[src/hw/stcpw_pkg.sv]
// Purpose: shared constants for the timer subsystem
// Assumes: 100 MHz interface clock
// Notes:   encodings of edge, action, restart and update selections
package stcpw_pkg;

  localparam int T24_W   = 24;
  localparam int PWM_W   = 16;
  localparam int PS_W    = 8;
  localparam int NUM_PWM = 4;
  localparam int NUM_CMP = 2;
  localparam int WD_W    = 16;
  localparam int T24_NINT = 5;
  localparam int PWM_NINT = 3;

  // capture edge selection
  localparam logic [1:0] EDGE_OFF  = 2'h0;
  localparam logic [1:0] EDGE_RISE = 2'h1;
  localparam logic [1:0] EDGE_FALL = 2'h2;
  localparam logic [1:0] EDGE_BOTH = 2'h3;

  // pin action on a compare event
  localparam logic [1:0] ACT_NONE   = 2'h0;
  localparam logic [1:0] ACT_SET    = 2'h1;
  localparam logic [1:0] ACT_CLEAR  = 2'h2;
  localparam logic [1:0] ACT_TOGGLE = 2'h3;

  // pwm counter restart source
  localparam logic [1:0] RST_ROLL = 2'h0;
  localparam logic [1:0] RST_CMP0 = 2'h1;
  localparam logic [1:0] RST_CMP1 = 2'h2;
  localparam logic [1:0] RST_SW   = 2'h3;

  // shadow transfer: on own compare match or on either match
  localparam logic UPD_OWN = 1'b0;
  localparam logic UPD_ANY = 1'b1;

  // 24-bit timer interrupt flag positions
  localparam int T24_INT_ROLL = 0;
  localparam int T24_INT_CAP0 = 1;
  localparam int T24_INT_CAP1 = 2;
  localparam int T24_INT_CMP0 = 3;
  localparam int T24_INT_CMP1 = 4;

  // pwm interrupt flag positions
  localparam int PWM_INT_ROLL = 0;
  localparam int PWM_INT_CMP0 = 1;
  localparam int PWM_INT_CMP1 = 2;

  // watchdog timeout in slow oscillator ticks
  localparam logic [WD_W-1:0] WD_TIMEOUT_DEF = 16'h8000;

endpackage

[src/hw/stcpw_pwm_timer.sv]
// Purpose: one 16-bit pwm timer with shadowed compares and pin actions
// Assumes: control inputs come from logic on the same clock
// Notes:   pinIn is a pin and is synchronised here
`timescale 1ns/1ps
`default_nettype none
module stcpw_pwm_timer
(
  input  wire logic                          clock,
  input  wire logic                          rstn,
  input  wire logic                          enable,
  input  wire logic [stcpw_pkg::PS_W-1:0]    prescale,
  input  wire logic                          updateMode,
  input  wire logic [1:0]                    cmpWrite,
  input  wire logic [stcpw_pkg::PWM_W-1:0]   cmpWrData,
  input  wire logic [1:0]                    resetSel,
  input  wire logic                          swReset,
  input  wire logic [1:0]                    action0,
  input  wire logic [1:0]                    action1,
  input  wire logic                          gpioMode,
  input  wire logic                          pinIn,
  input  wire logic [stcpw_pkg::PWM_NINT-1:0] intEnable,
  input  wire logic [stcpw_pkg::PWM_NINT-1:0] intClear,
  output logic                               pinOut,
  output logic                               pinOeN,
  output logic                               level,
  output logic [stcpw_pkg::PWM_NINT-1:0]     intFlags,
  output logic                               irq,
  output logic [stcpw_pkg::PWM_W-1:0]        count
);

  typedef struct packed {
    logic [stcpw_pkg::PS_W-1:0]                 ps;
    logic [stcpw_pkg::PWM_W-1:0]                cnt;
    logic [1:0][stcpw_pkg::PWM_W-1:0]           cmp;
    logic [1:0][stcpw_pkg::PWM_W-1:0]           shadow;
    logic [1:0]                                 pend;
    logic                                       lvl;
    logic [1:0]                                 pinSync;
    logic [stcpw_pkg::PWM_NINT-1:0]             flags;
  } stcpw_pwm_state_t;

  stcpw_pwm_state_t s_q;
  stcpw_pwm_state_t s_d;
  logic             tick;
  logic             roll;
  logic [1:0]       eq;
  logic             restart;

  function automatic logic applyAct(input logic lv, input logic [1:0] act);
    case (act)
      stcpw_pkg::ACT_SET:    applyAct = 1'b1;
      stcpw_pkg::ACT_CLEAR:  applyAct = 1'b0;
      stcpw_pkg::ACT_TOGGLE: applyAct = ~lv;
      default:               applyAct = lv;
    endcase
  endfunction

  always_comb
  begin
    s_d  = s_q;
    tick = enable && (s_q.ps == prescale);
    roll = tick && (s_q.cnt == '1);
    for (int i = 0; i < stcpw_pkg::NUM_CMP; i++)
    begin
      eq[i] = tick && (s_q.cnt == s_q.cmp[i]);
    end
    s_d.ps = (!enable || tick) ? '0 : s_q.ps + 1'b1;
    // shadow moves to active only after a match
    for (int i = 0; i < stcpw_pkg::NUM_CMP; i++)
    begin
      if (s_q.pend[i] && (eq[i] || (updateMode == stcpw_pkg::UPD_ANY
          && (|eq))))
      begin
        s_d.cmp[i]  = s_q.shadow[i];
        s_d.pend[i] = 1'b0;
      end
      if (cmpWrite[i])
      begin
        s_d.shadow[i] = cmpWrData;
        s_d.pend[i]   = 1'b1;
      end
    end
    restart = (resetSel == stcpw_pkg::RST_CMP0 && eq[0])
           || (resetSel == stcpw_pkg::RST_CMP1 && eq[1]);
    if (tick)
    begin
      s_d.cnt = restart ? '0 : s_q.cnt + 1'b1;
    end
    if (swReset)
    begin
      s_d.cnt = '0;
      s_d.ps  = '0;
    end
    // compare 0 then compare 1 acts, so compare 1 wins a tie
    s_d.lvl = eq[0] ? applyAct(s_q.lvl, action0) : s_q.lvl;
    s_d.lvl = eq[1] ? applyAct(s_d.lvl, action1) : s_d.lvl;
    s_d.pinSync = {s_q.pinSync[0], pinIn};
    s_d.flags = (s_q.flags & ~intClear)
              | {eq[1], eq[0], roll};
  end

  always_ff @(posedge clock or negedge rstn)
  begin
    if (!rstn)
    begin
      s_q <= '0;
    end
    else
    begin
      s_q <= s_d;
    end
  end

  assign pinOut   = s_q.lvl;
  assign pinOeN   = gpioMode;
  assign level    = gpioMode ? s_q.pinSync[1] : s_q.lvl;
  assign intFlags = s_q.flags;
  assign irq      = |(s_q.flags & intEnable);
  assign count    = s_q.cnt;

endmodule
`default_nettype wire

[src/hw/stcpw_top.sv]
// Purpose: 24-bit capture/compare timer, four pwm timers, watchdog
// Assumes: 100 MHz clock; capture pins and slow oscillator are async
// Notes:   slow oscillator is sampled and edge detected, no second domain
//
// How it works
// 24-bit up counter behind 8-bit prescaler
// two compare registers each raise interrupt
// compare writes buffered, moved after a match
// capture edge select rising, falling or both
// capture copies counter into its data register
// five enabled sources: rollover, captures, compares
// four 16-bit pwm timers with prescalers
// two compares set and reset pwm output
// pwm compares shadowed, moved after a match
// pwm restart on rollover, compare or software
// pwm rollover and compare interrupts, enabled separately
// compare event sets, clears, toggles or ignores
// pwm level readable; pin usable as input
// watchdog counts ticks of slow oscillator
// watchdog expiry asserts processor reset
// firmware restarts watchdog before it expires
// watchdog off at reset, sticky once enabled
// half timeout flag for firmware
// flags sticky until cleared, gated by enables
// prescale value N divides by N+1
`timescale 1ns/1ps
`default_nettype none
module stcpw_top
#(
  parameter logic [stcpw_pkg::WD_W-1:0] WD_TIMEOUT = stcpw_pkg::WD_TIMEOUT_DEF
)
(
  input  wire logic                                  clock,
  input  wire logic                                  rstn,
  input  wire logic                                  t24Enable,
  input  wire logic [stcpw_pkg::PS_W-1:0]            t24Prescale,
  input  wire logic                                  t24UpdateMode,
  input  wire logic [1:0]                            t24CmpWrite,
  input  wire logic [stcpw_pkg::T24_W-1:0]           t24CmpWrData,
  input  wire logic [1:0]                            t24CapEdgeFirst,
  input  wire logic [1:0]                            t24CapEdgeSecond,
  input  wire logic                                  captureInputFirst,
  input  wire logic                                  captureInputSecond,
  input  wire logic [stcpw_pkg::T24_NINT-1:0]        t24IntEnable,
  input  wire logic [stcpw_pkg::T24_NINT-1:0]        t24IntClear,
  output logic [stcpw_pkg::T24_W-1:0]                t24Count,
  output logic [stcpw_pkg::T24_W-1:0]                t24Compare0,
  output logic [stcpw_pkg::T24_W-1:0]                t24Compare1,
  output logic [stcpw_pkg::T24_W-1:0]                t24CapData0,
  output logic [stcpw_pkg::T24_W-1:0]                t24CapData1,
  output logic [stcpw_pkg::T24_NINT-1:0]             t24IntFlags,
  output logic                                       t24Irq,
  input  wire logic [stcpw_pkg::NUM_PWM-1:0]         pwmEnable,
  input  wire logic [stcpw_pkg::NUM_PWM-1:0][7:0]    pwmPrescale,
  input  wire logic [stcpw_pkg::NUM_PWM-1:0]         pwmUpdateMode,
  input  wire logic [stcpw_pkg::NUM_PWM-1:0][1:0]    pwmCmpWrite,
  input  wire logic [stcpw_pkg::NUM_PWM-1:0][15:0]   pwmCmpWrData,
  input  wire logic [stcpw_pkg::NUM_PWM-1:0][1:0]    pwmResetSel,
  input  wire logic [stcpw_pkg::NUM_PWM-1:0]         pwmSwReset,
  input  wire logic [stcpw_pkg::NUM_PWM-1:0][1:0]    pwmAction0,
  input  wire logic [stcpw_pkg::NUM_PWM-1:0][1:0]    pwmAction1,
  input  wire logic [stcpw_pkg::NUM_PWM-1:0]         pwmGpioMode,
  input  wire logic [stcpw_pkg::NUM_PWM-1:0]         pwmPinIn,
  input  wire logic [stcpw_pkg::NUM_PWM-1:0][2:0]    pwmIntEnable,
  input  wire logic [stcpw_pkg::NUM_PWM-1:0][2:0]    pwmIntClear,
  output logic [stcpw_pkg::NUM_PWM-1:0]              pwmPinOut,
  output logic [stcpw_pkg::NUM_PWM-1:0]              pwmPinOeN,
  output logic [stcpw_pkg::NUM_PWM-1:0]              pwmLevel,
  output logic [stcpw_pkg::NUM_PWM-1:0][2:0]         pwmIntFlags,
  output logic [stcpw_pkg::NUM_PWM-1:0]              pwmIrq,
  output logic [stcpw_pkg::NUM_PWM-1:0][15:0]        pwmCount,
  input  wire logic                                  slowOsc,
  input  wire logic                                  wdEnableSet,
  input  wire logic                                  wdRestart,
  input  wire logic                                  wdHalfClear,
  output logic                                       wdEnabled,
  output logic                                       wdHalfFlag,
  output logic [stcpw_pkg::WD_W-1:0]                 wdCount,
  output logic                                       cpuResetReq
);

  localparam logic [stcpw_pkg::WD_W-1:0] WD_HALF = WD_TIMEOUT >> 1;
  localparam logic [stcpw_pkg::WD_W-1:0] WD_LAST = WD_TIMEOUT - 1'b1;

  ////////////////////////////////////////////////////////////////////////////
  // state of the 24-bit timer and the watchdog

  typedef struct packed {
    logic [stcpw_pkg::PS_W-1:0]               ps;
    logic [stcpw_pkg::T24_W-1:0]              cnt;
    logic [1:0][stcpw_pkg::T24_W-1:0]         cmp;
    logic [1:0][stcpw_pkg::T24_W-1:0]         shadow;
    logic [1:0]                               pend;
    logic [1:0][stcpw_pkg::T24_W-1:0]         cap;
    logic [1:0][1:0]                          capSync;
    logic [1:0]                               capPrev;
    logic [stcpw_pkg::T24_NINT-1:0]           flags;
    logic [1:0]                               oscSync;
    logic                                     oscPrev;
    logic                                     wdEn;
    logic [stcpw_pkg::WD_W-1:0]               wdCnt;
    logic                                     wdHalf;
    logic                                     wdFired;
  } stcpw_state_t;

  stcpw_state_t                s_q;
  stcpw_state_t                s_d;
  logic                        tick;
  logic                        roll;
  logic [1:0]                  eq;
  logic [1:0]                  capEv;
  logic [1:0]                  capLvl;
  logic [1:0][1:0]             edgeSel;
  logic                        rise;
  logic                        fall;
  logic                        wdTick;
  logic [stcpw_pkg::WD_W-1:0]  wdNext;

  assign edgeSel = {t24CapEdgeSecond, t24CapEdgeFirst};
  assign capLvl  = {captureInputSecond, captureInputFirst};

  ////////////////////////////////////////////////////////////////////////////
  // next state

  always_comb
  begin
    s_d    = s_q;
    rise   = 1'b0;
    fall   = 1'b0;
    wdNext = '0;

    // prescaler: value N gives a tick every N+1 clocks
    tick   = t24Enable && (s_q.ps == t24Prescale);
    s_d.ps = (!t24Enable || tick) ? '0 : s_q.ps + 1'b1;
    roll   = tick && (s_q.cnt == '1);
    if (tick)
    begin
      s_d.cnt = s_q.cnt + 1'b1;
    end

    // compare match and shadow transfer
    for (int i = 0; i < stcpw_pkg::NUM_CMP; i++)
    begin
      eq[i] = tick && (s_q.cnt == s_q.cmp[i]);
    end
    for (int i = 0; i < stcpw_pkg::NUM_CMP; i++)
    begin
      if (s_q.pend[i] && (eq[i] || (t24UpdateMode == stcpw_pkg::UPD_ANY
          && (|eq))))
      begin
        s_d.cmp[i]  = s_q.shadow[i];
        s_d.pend[i] = 1'b0;
      end
      if (t24CmpWrite[i])
      begin
        s_d.shadow[i] = t24CmpWrData;
        s_d.pend[i]   = 1'b1;
      end
    end

    // capture pins: two flops, then edge detect on the second
    for (int i = 0; i < stcpw_pkg::NUM_CMP; i++)
    begin
      s_d.capSync[i] = {s_q.capSync[i][0], capLvl[i]};
      s_d.capPrev[i] = s_q.capSync[i][1];
      rise = s_q.capSync[i][1] && !s_q.capPrev[i];
      fall = !s_q.capSync[i][1] && s_q.capPrev[i];
      case (edgeSel[i])
        stcpw_pkg::EDGE_RISE: capEv[i] = rise;
        stcpw_pkg::EDGE_FALL: capEv[i] = fall;
        stcpw_pkg::EDGE_BOTH: capEv[i] = rise || fall;
        default:              capEv[i] = 1'b0;
      endcase
      if (capEv[i])
      begin
        s_d.cap[i] = s_q.cnt;
      end
    end

    // sticky flags, a new event beats a clear in the same cycle
    s_d.flags = s_q.flags & ~t24IntClear;
    s_d.flags[stcpw_pkg::T24_INT_ROLL] =
      s_d.flags[stcpw_pkg::T24_INT_ROLL] | roll;
    s_d.flags[stcpw_pkg::T24_INT_CAP0] =
      s_d.flags[stcpw_pkg::T24_INT_CAP0] | capEv[0];
    s_d.flags[stcpw_pkg::T24_INT_CAP1] =
      s_d.flags[stcpw_pkg::T24_INT_CAP1] | capEv[1];
    s_d.flags[stcpw_pkg::T24_INT_CMP0] =
      s_d.flags[stcpw_pkg::T24_INT_CMP0] | eq[0];
    s_d.flags[stcpw_pkg::T24_INT_CMP1] =
      s_d.flags[stcpw_pkg::T24_INT_CMP1] | eq[1];

    // watchdog: slow oscillator rising edges become single-clock ticks
    s_d.oscSync = {s_q.oscSync[0], slowOsc};
    s_d.oscPrev = s_q.oscSync[1];
    wdTick      = s_q.oscSync[1] && !s_q.oscPrev;

    // enable only ever sets; rstn alone clears it
    if (wdEnableSet)
    begin
      s_d.wdEn = 1'b1;
    end

    if (wdHalfClear)
    begin
      s_d.wdHalf = 1'b0;
    end

    if (!s_q.wdEn || wdRestart)
    begin
      s_d.wdCnt = '0;
    end
    else if (wdTick && !s_q.wdFired)
    begin
      wdNext    = s_q.wdCnt + 1'b1;
      s_d.wdCnt = wdNext;
      if (wdNext == WD_HALF)
      begin
        s_d.wdHalf = 1'b1;
      end
      if (s_q.wdCnt == WD_LAST)
      begin
        s_d.wdFired = 1'b1;
      end
    end
  end

  ////////////////////////////////////////////////////////////////////////////
  // state register

  always_ff @(posedge clock or negedge rstn)
  begin
    if (!rstn)
    begin
      s_q <= '0;
    end
    else
    begin
      s_q <= s_d;
    end
  end

  ////////////////////////////////////////////////////////////////////////////
  // outputs of the 24-bit timer and the watchdog

  assign t24Count    = s_q.cnt;
  assign t24Compare0 = s_q.cmp[0];
  assign t24Compare1 = s_q.cmp[1];
  assign t24CapData0 = s_q.cap[0];
  assign t24CapData1 = s_q.cap[1];
  assign t24IntFlags = s_q.flags;
  assign t24Irq      = |(s_q.flags & t24IntEnable);
  assign wdEnabled   = s_q.wdEn;
  assign wdHalfFlag  = s_q.wdHalf;
  assign wdCount     = s_q.wdCnt;
  assign cpuResetReq = s_q.wdFired;

  ////////////////////////////////////////////////////////////////////////////
  // pwm timers

  for (genvar g = 0; g < stcpw_pkg::NUM_PWM; g++)
  begin : gPwm
    stcpw_pwm_timer uPwm
    (
      .clock      (clock),
      .rstn       (rstn),
      .enable     (pwmEnable[g]),
      .prescale   (pwmPrescale[g]),
      .updateMode (pwmUpdateMode[g]),
      .cmpWrite   (pwmCmpWrite[g]),
      .cmpWrData  (pwmCmpWrData[g]),
      .resetSel   (pwmResetSel[g]),
      .swReset    (pwmSwReset[g]),
      .action0    (pwmAction0[g]),
      .action1    (pwmAction1[g]),
      .gpioMode   (pwmGpioMode[g]),
      .pinIn      (pwmPinIn[g]),
      .intEnable  (pwmIntEnable[g]),
      .intClear   (pwmIntClear[g]),
      .pinOut     (pwmPinOut[g]),
      .pinOeN     (pwmPinOeN[g]),
      .level      (pwmLevel[g]),
      .intFlags   (pwmIntFlags[g]),
      .irq        (pwmIrq[g]),
      .count      (pwmCount[g])
    );
  end

endmodule
`default_nettype wire

[config.mk]
export PLATFORM = sky130hd
export DESIGN_NAME = stcpw_top
export DESIGN_NICKNAME = d
export VERILOG_FILES = /design/src/hw/stcpw_pkg.sv /design/src/hw/stcpw_pwm_timer.sv /design/src/hw/stcpw_top.sv
export SDC_FILE = /design/constraint.sdc
export NUM_CORES = 1
export LEC_CHECK = 0
export BUFFER_PORTS_ARGS = -buffer_cell sky130_fd_sc_hd__buf_4
export CAP_MARGIN = 40
export CORE_MARGIN = 2
export CORE_UTILIZATION = 57
export DETAILED_ROUTE_END_ITERATION = 8
export PLACE_DENSITY = 0.8
export SLEW_MARGIN = 5
export SYNTH_ARGS = -nofsm -noshare
export SYNTH_HDL_FRONTEND = slang
export SYNTH_HIERARCHICAL = 1
export SYNTH_SLANG_ARGS = --single-unit
[constraint.sdc]
create_clock -name clock -period 2.68 [get_ports clock]
set_input_delay 0.134 -clock clock [delete_from_list [all_inputs] [get_ports clock]]
set_output_delay 0.134 -clock clock [all_outputs]
set_load 0.02 [all_outputs]
==> metrics.txt <==
detailed placer's ending HPWL 51600 um; final worst-path setup slack 0.171 ns; Worst Min Path Start pwmEnable[0]; antenna violations before repair 7; reported max-cap violation count 0; result of the run finished, final reports clean; Clock Latency Late Sink 0.62 ns; routability congestion estimate 0.917; vias after detailed routing 20000; worst-path fanout max 16; Avg WL per Cell 21.1 um; Worst-Margin Slew 0.747 ns; Worst R2R Path Depth 6; worst hold path cell count 4; final wirelength 75000 um; post-DR vias/cell 5.62; std cell rows 83; area enclosed by the die boundary 53700 um^2; Synth Instances 2372; Period minus WS final 2.51 ns; routed length on met3 4550 um; signed area change from the synthesized netlist to the final layout 22.0%; crit path launch type register; total gr overflow 0; RSZ-0062 raised after global routing no; mapped cell area 29600 um^2; total number of H-tree levels 2; count of unresolved DRC violations after routing 0; setup slack at placement 0.153 ns; GRT Resource Usage Total 0.279; buffer cell driving the clock tree root sky130_fd_sc_hd__clkbuf_16; Hold EP gPwm[0].uPwm/s_q[89]; post-synthesis average cell area 12.5 um^2; largest net degree at the start of global routing 115; Fin. Hold Viols 0; final max-slew violation count 0; global-route wire length before repair 118000 um; fraction of the yosys area taken by sequential cells 0.503; sinks on the clock net 595; worst-case hold slack 0.0231 ns; top layer used by detailed routing met5; # port buffers 466; number of non-filler instances in the completed layout 3562; Power per Cell Area 592 nW/um^2; total length of routed met2 wires 37200 um; total of endpoints with negative setup slack in the final report 0; total power after layout 0.0214 W; Async SR Flop Fraction 1.00; number of nets in the layout 3070; I/O pin total 467; die boundary height 232 um; width of the die 232 um; relative max-transition margin 0.502; TritonCTS clock tree built; clock-pin slew of the registers on the worst-case setup and hold paths 0.06 ns; number of distinct library cell variants in the gate-level netlist after synthesis 66; Worst Hold Class in -> reg; startpoint of the worst-slack reg-to-reg timing path gPwm[3].uPwm/count[2]; sum of negative setup slack 0 ns; startpoint-to-endpoint class of the critical path reg -> reg; antenna-violating nets left 0; portion of the clock cycle consumed by the worst path in the final layout 0.936; Starting Density 0.577; maximum vdd ir drop 488 uV; achievable frequency 0.399 GHz; most used flip-flop cell after synthesis sky130_fd_sc_hd__dfrtp_1; endpoint of the lowest-slack register-to-register path gPwm[3].uPwm/s_q[41]; setup slack of the most critical reg-to-reg path 0.17 ns; worst endpoint required time 3.17 ns; Metal-1 WL 30200 um; number of synthesized register bits 595; fraction of final layout cells sized beyond drive strength 1 0.380; DRT iter0 DRCs 1195; CP endpoint kind register; Floorplan Core Area 51300 um^2; net count of the mapped netlist 2618; CTS max path bufs 3; total placed cells including tap cells 3268; number of detailed-routing iterations run before antenna repair 5; leakage power 16.9 nW; number of enable-type register cells in the synthesized netlist 0; number of warnings issued by yosys 6; number of clock buffers inserted by TritonCTS 61; vias in the first global route 21400; endpoint arrival time on the critical path 3.00 ns; maximum clock skew at final layout 0.0185 ns
==> what timing repair did <==
item / in CTS / in global routing
endpoints found under the setup margin: 0 / 3
resized for setup: 0 / 1
hold buffers: 173 / 0
hold endpoints to repair: 542 / 0
buffers inserted: 0 / 0
==> cell type report <==
| type | count | area [um^2] |
|---|---|---|
| antenna | 5 | 12.5 |
| clock buffer | 92 | 1870 |
| clock inverter | 24 | 215 |
| fill | 3454 | 15200 |
| inverter | 55 | 206 |
| multi-input combinational | 1396 | 12100 |
| sequential | 595 | 14900 |
| tap | 680 | 851 |
| timing repair buffer | 715 | 5930 |
==> cell usage in the layout (no fill, tap or decap), drive strengths merged, types with 5 or more instances in the layout <==
master and count:
and3 46, o2111ai 9, clkinvlp 5, clkinv 15
inv 56, xor2 100, a21o 10, nand3 51
a32o 13, a31oi 5, nor2 112, a222oi 5
a41oi 5, xnor2 202, nand4 67, o21ai 51
o22ai 7, mux2 405, o211ai 6, or3 17
nand2b 12, mux2i 6, nand2 83, dfrtp 595
ha 16, and2 24, a21oi 32, nor4 28
diode 5, nor2b 17, nor3 16, buf 542
o21a 8, dlygate4sd3 173, a211o 5, and4 8
clkbuf 92
==> power by group <==
| group | internal (W) | switching, W |
|---|---|---|
| clock | 0.00508 | 0.00358 |
| combinational | 0.00145 | 0.00140 |
| sequential | 0.00948 | 0.000400 |
| total | 0.0160 | 0.00538 |
==> registers in the layout, indices dropped and copies added (netlist names), 24 cells and up <==
name,flops
gPwm.uPwm/s_q,300
t24Count,24
t24CapData0,24
t24Compare1,24
t24CapData1,24
gPwm.uPwm/count,64
s_q,61
t24Compare0,24
==> worst max-delay path by stage <==
stage,start,endpoint,depth (start not counted)
3_3_place_gp,t24Count[14],t24Compare0[0],7
5_1_grt,gPwm[2].uPwm/s_q[91],gPwm[2].uPwm/count[3],7
2_1_floorplan,t24Count[8],t24Compare1[10],8
4_1_cts,s_q[208],t24Compare0[5],7
6_report,gPwm[3].uPwm/count[2],gPwm[3].uPwm/s_q[41],6
3_5_place_dp,s_q[208],t24Compare0[0],7
==> kinds of logic after synthesis <==
logic type               after synthesis  share of synthesized area
adder cells (fa/ha/maj)               16                    0.00677
AND/OR/NAND/NOR                      489                     0.0993
flip-flops                           595                      0.503
multiplexers                         411                      0.166
AO/OA/AOI/OAI                        178                     0.0453
XOR/XNOR                             302                     0.0914
buffers and inverters                381                     0.0876
==> layer usage <==
| metal | up-vias | global-route usage |
|---|---|---|
| li1 | 8896 | - |
| met1 | 10200 | 0.354 |
| met2 | 730 | 0.470 |
| met3 | 204 | 0.0527 |
| met4 | 6 | 0.113 |
| met5 | - | 0 |
==> worst max-delay path: stages (launching register included) <==
cell	delay, ns
sky130_fd_sc_hd__dfrtp_1	0.53
sky130_fd_sc_hd__xnor2_1	0.27
sky130_fd_sc_hd__nand4_1	0.18
sky130_fd_sc_hd__nor4_4	0.50
sky130_fd_sc_hd__a21oi_2	0.14
sky130_fd_sc_hd__nor2_8	0.37
sky130_fd_sc_hd__mux2_2	0.39
==> cell usage after synthesis, drive strengths merged (6+ instances only) <==
library cell    n  share of area
nor4           28          0.013
mux2          405           0.16
xnor2         202          0.062
nor2          112          0.018
nand2b         12         0.0025
a21oi          32         0.0064
mux2i           6         0.0020
nand4          67          0.016
nand3          51         0.0086
o2111ai         9         0.0027
ha             16         0.0068
o22ai           7         0.0024
dfrtp         595           0.50
nor2b          17         0.0036
or3            17         0.0036
nand2          83          0.012
nor3           16         0.0027
a32o           13         0.0044
clkbuf         58         0.0074
and2           24         0.0052
buf           268          0.073
and4            8         0.0024
xor2          100          0.030
o211ai          6         0.0015
o21ai          51         0.0091
o21a            8         0.0020
and3           46          0.011
inv            55         0.0070
a21o           10         0.0025
==> through the flow <==
stage / instance area (um^2) / util
2_1_floorplan: 29600 / -
3_3_place_gp: 32300 / 0.629
3_5_place_dp: 32300 / 0.629
4_1_cts: 36100 / 0.703
5_1_grt: 36100 / 0.703
6_report: 36100 / 0.704
(Power assumes the default switching activity.)
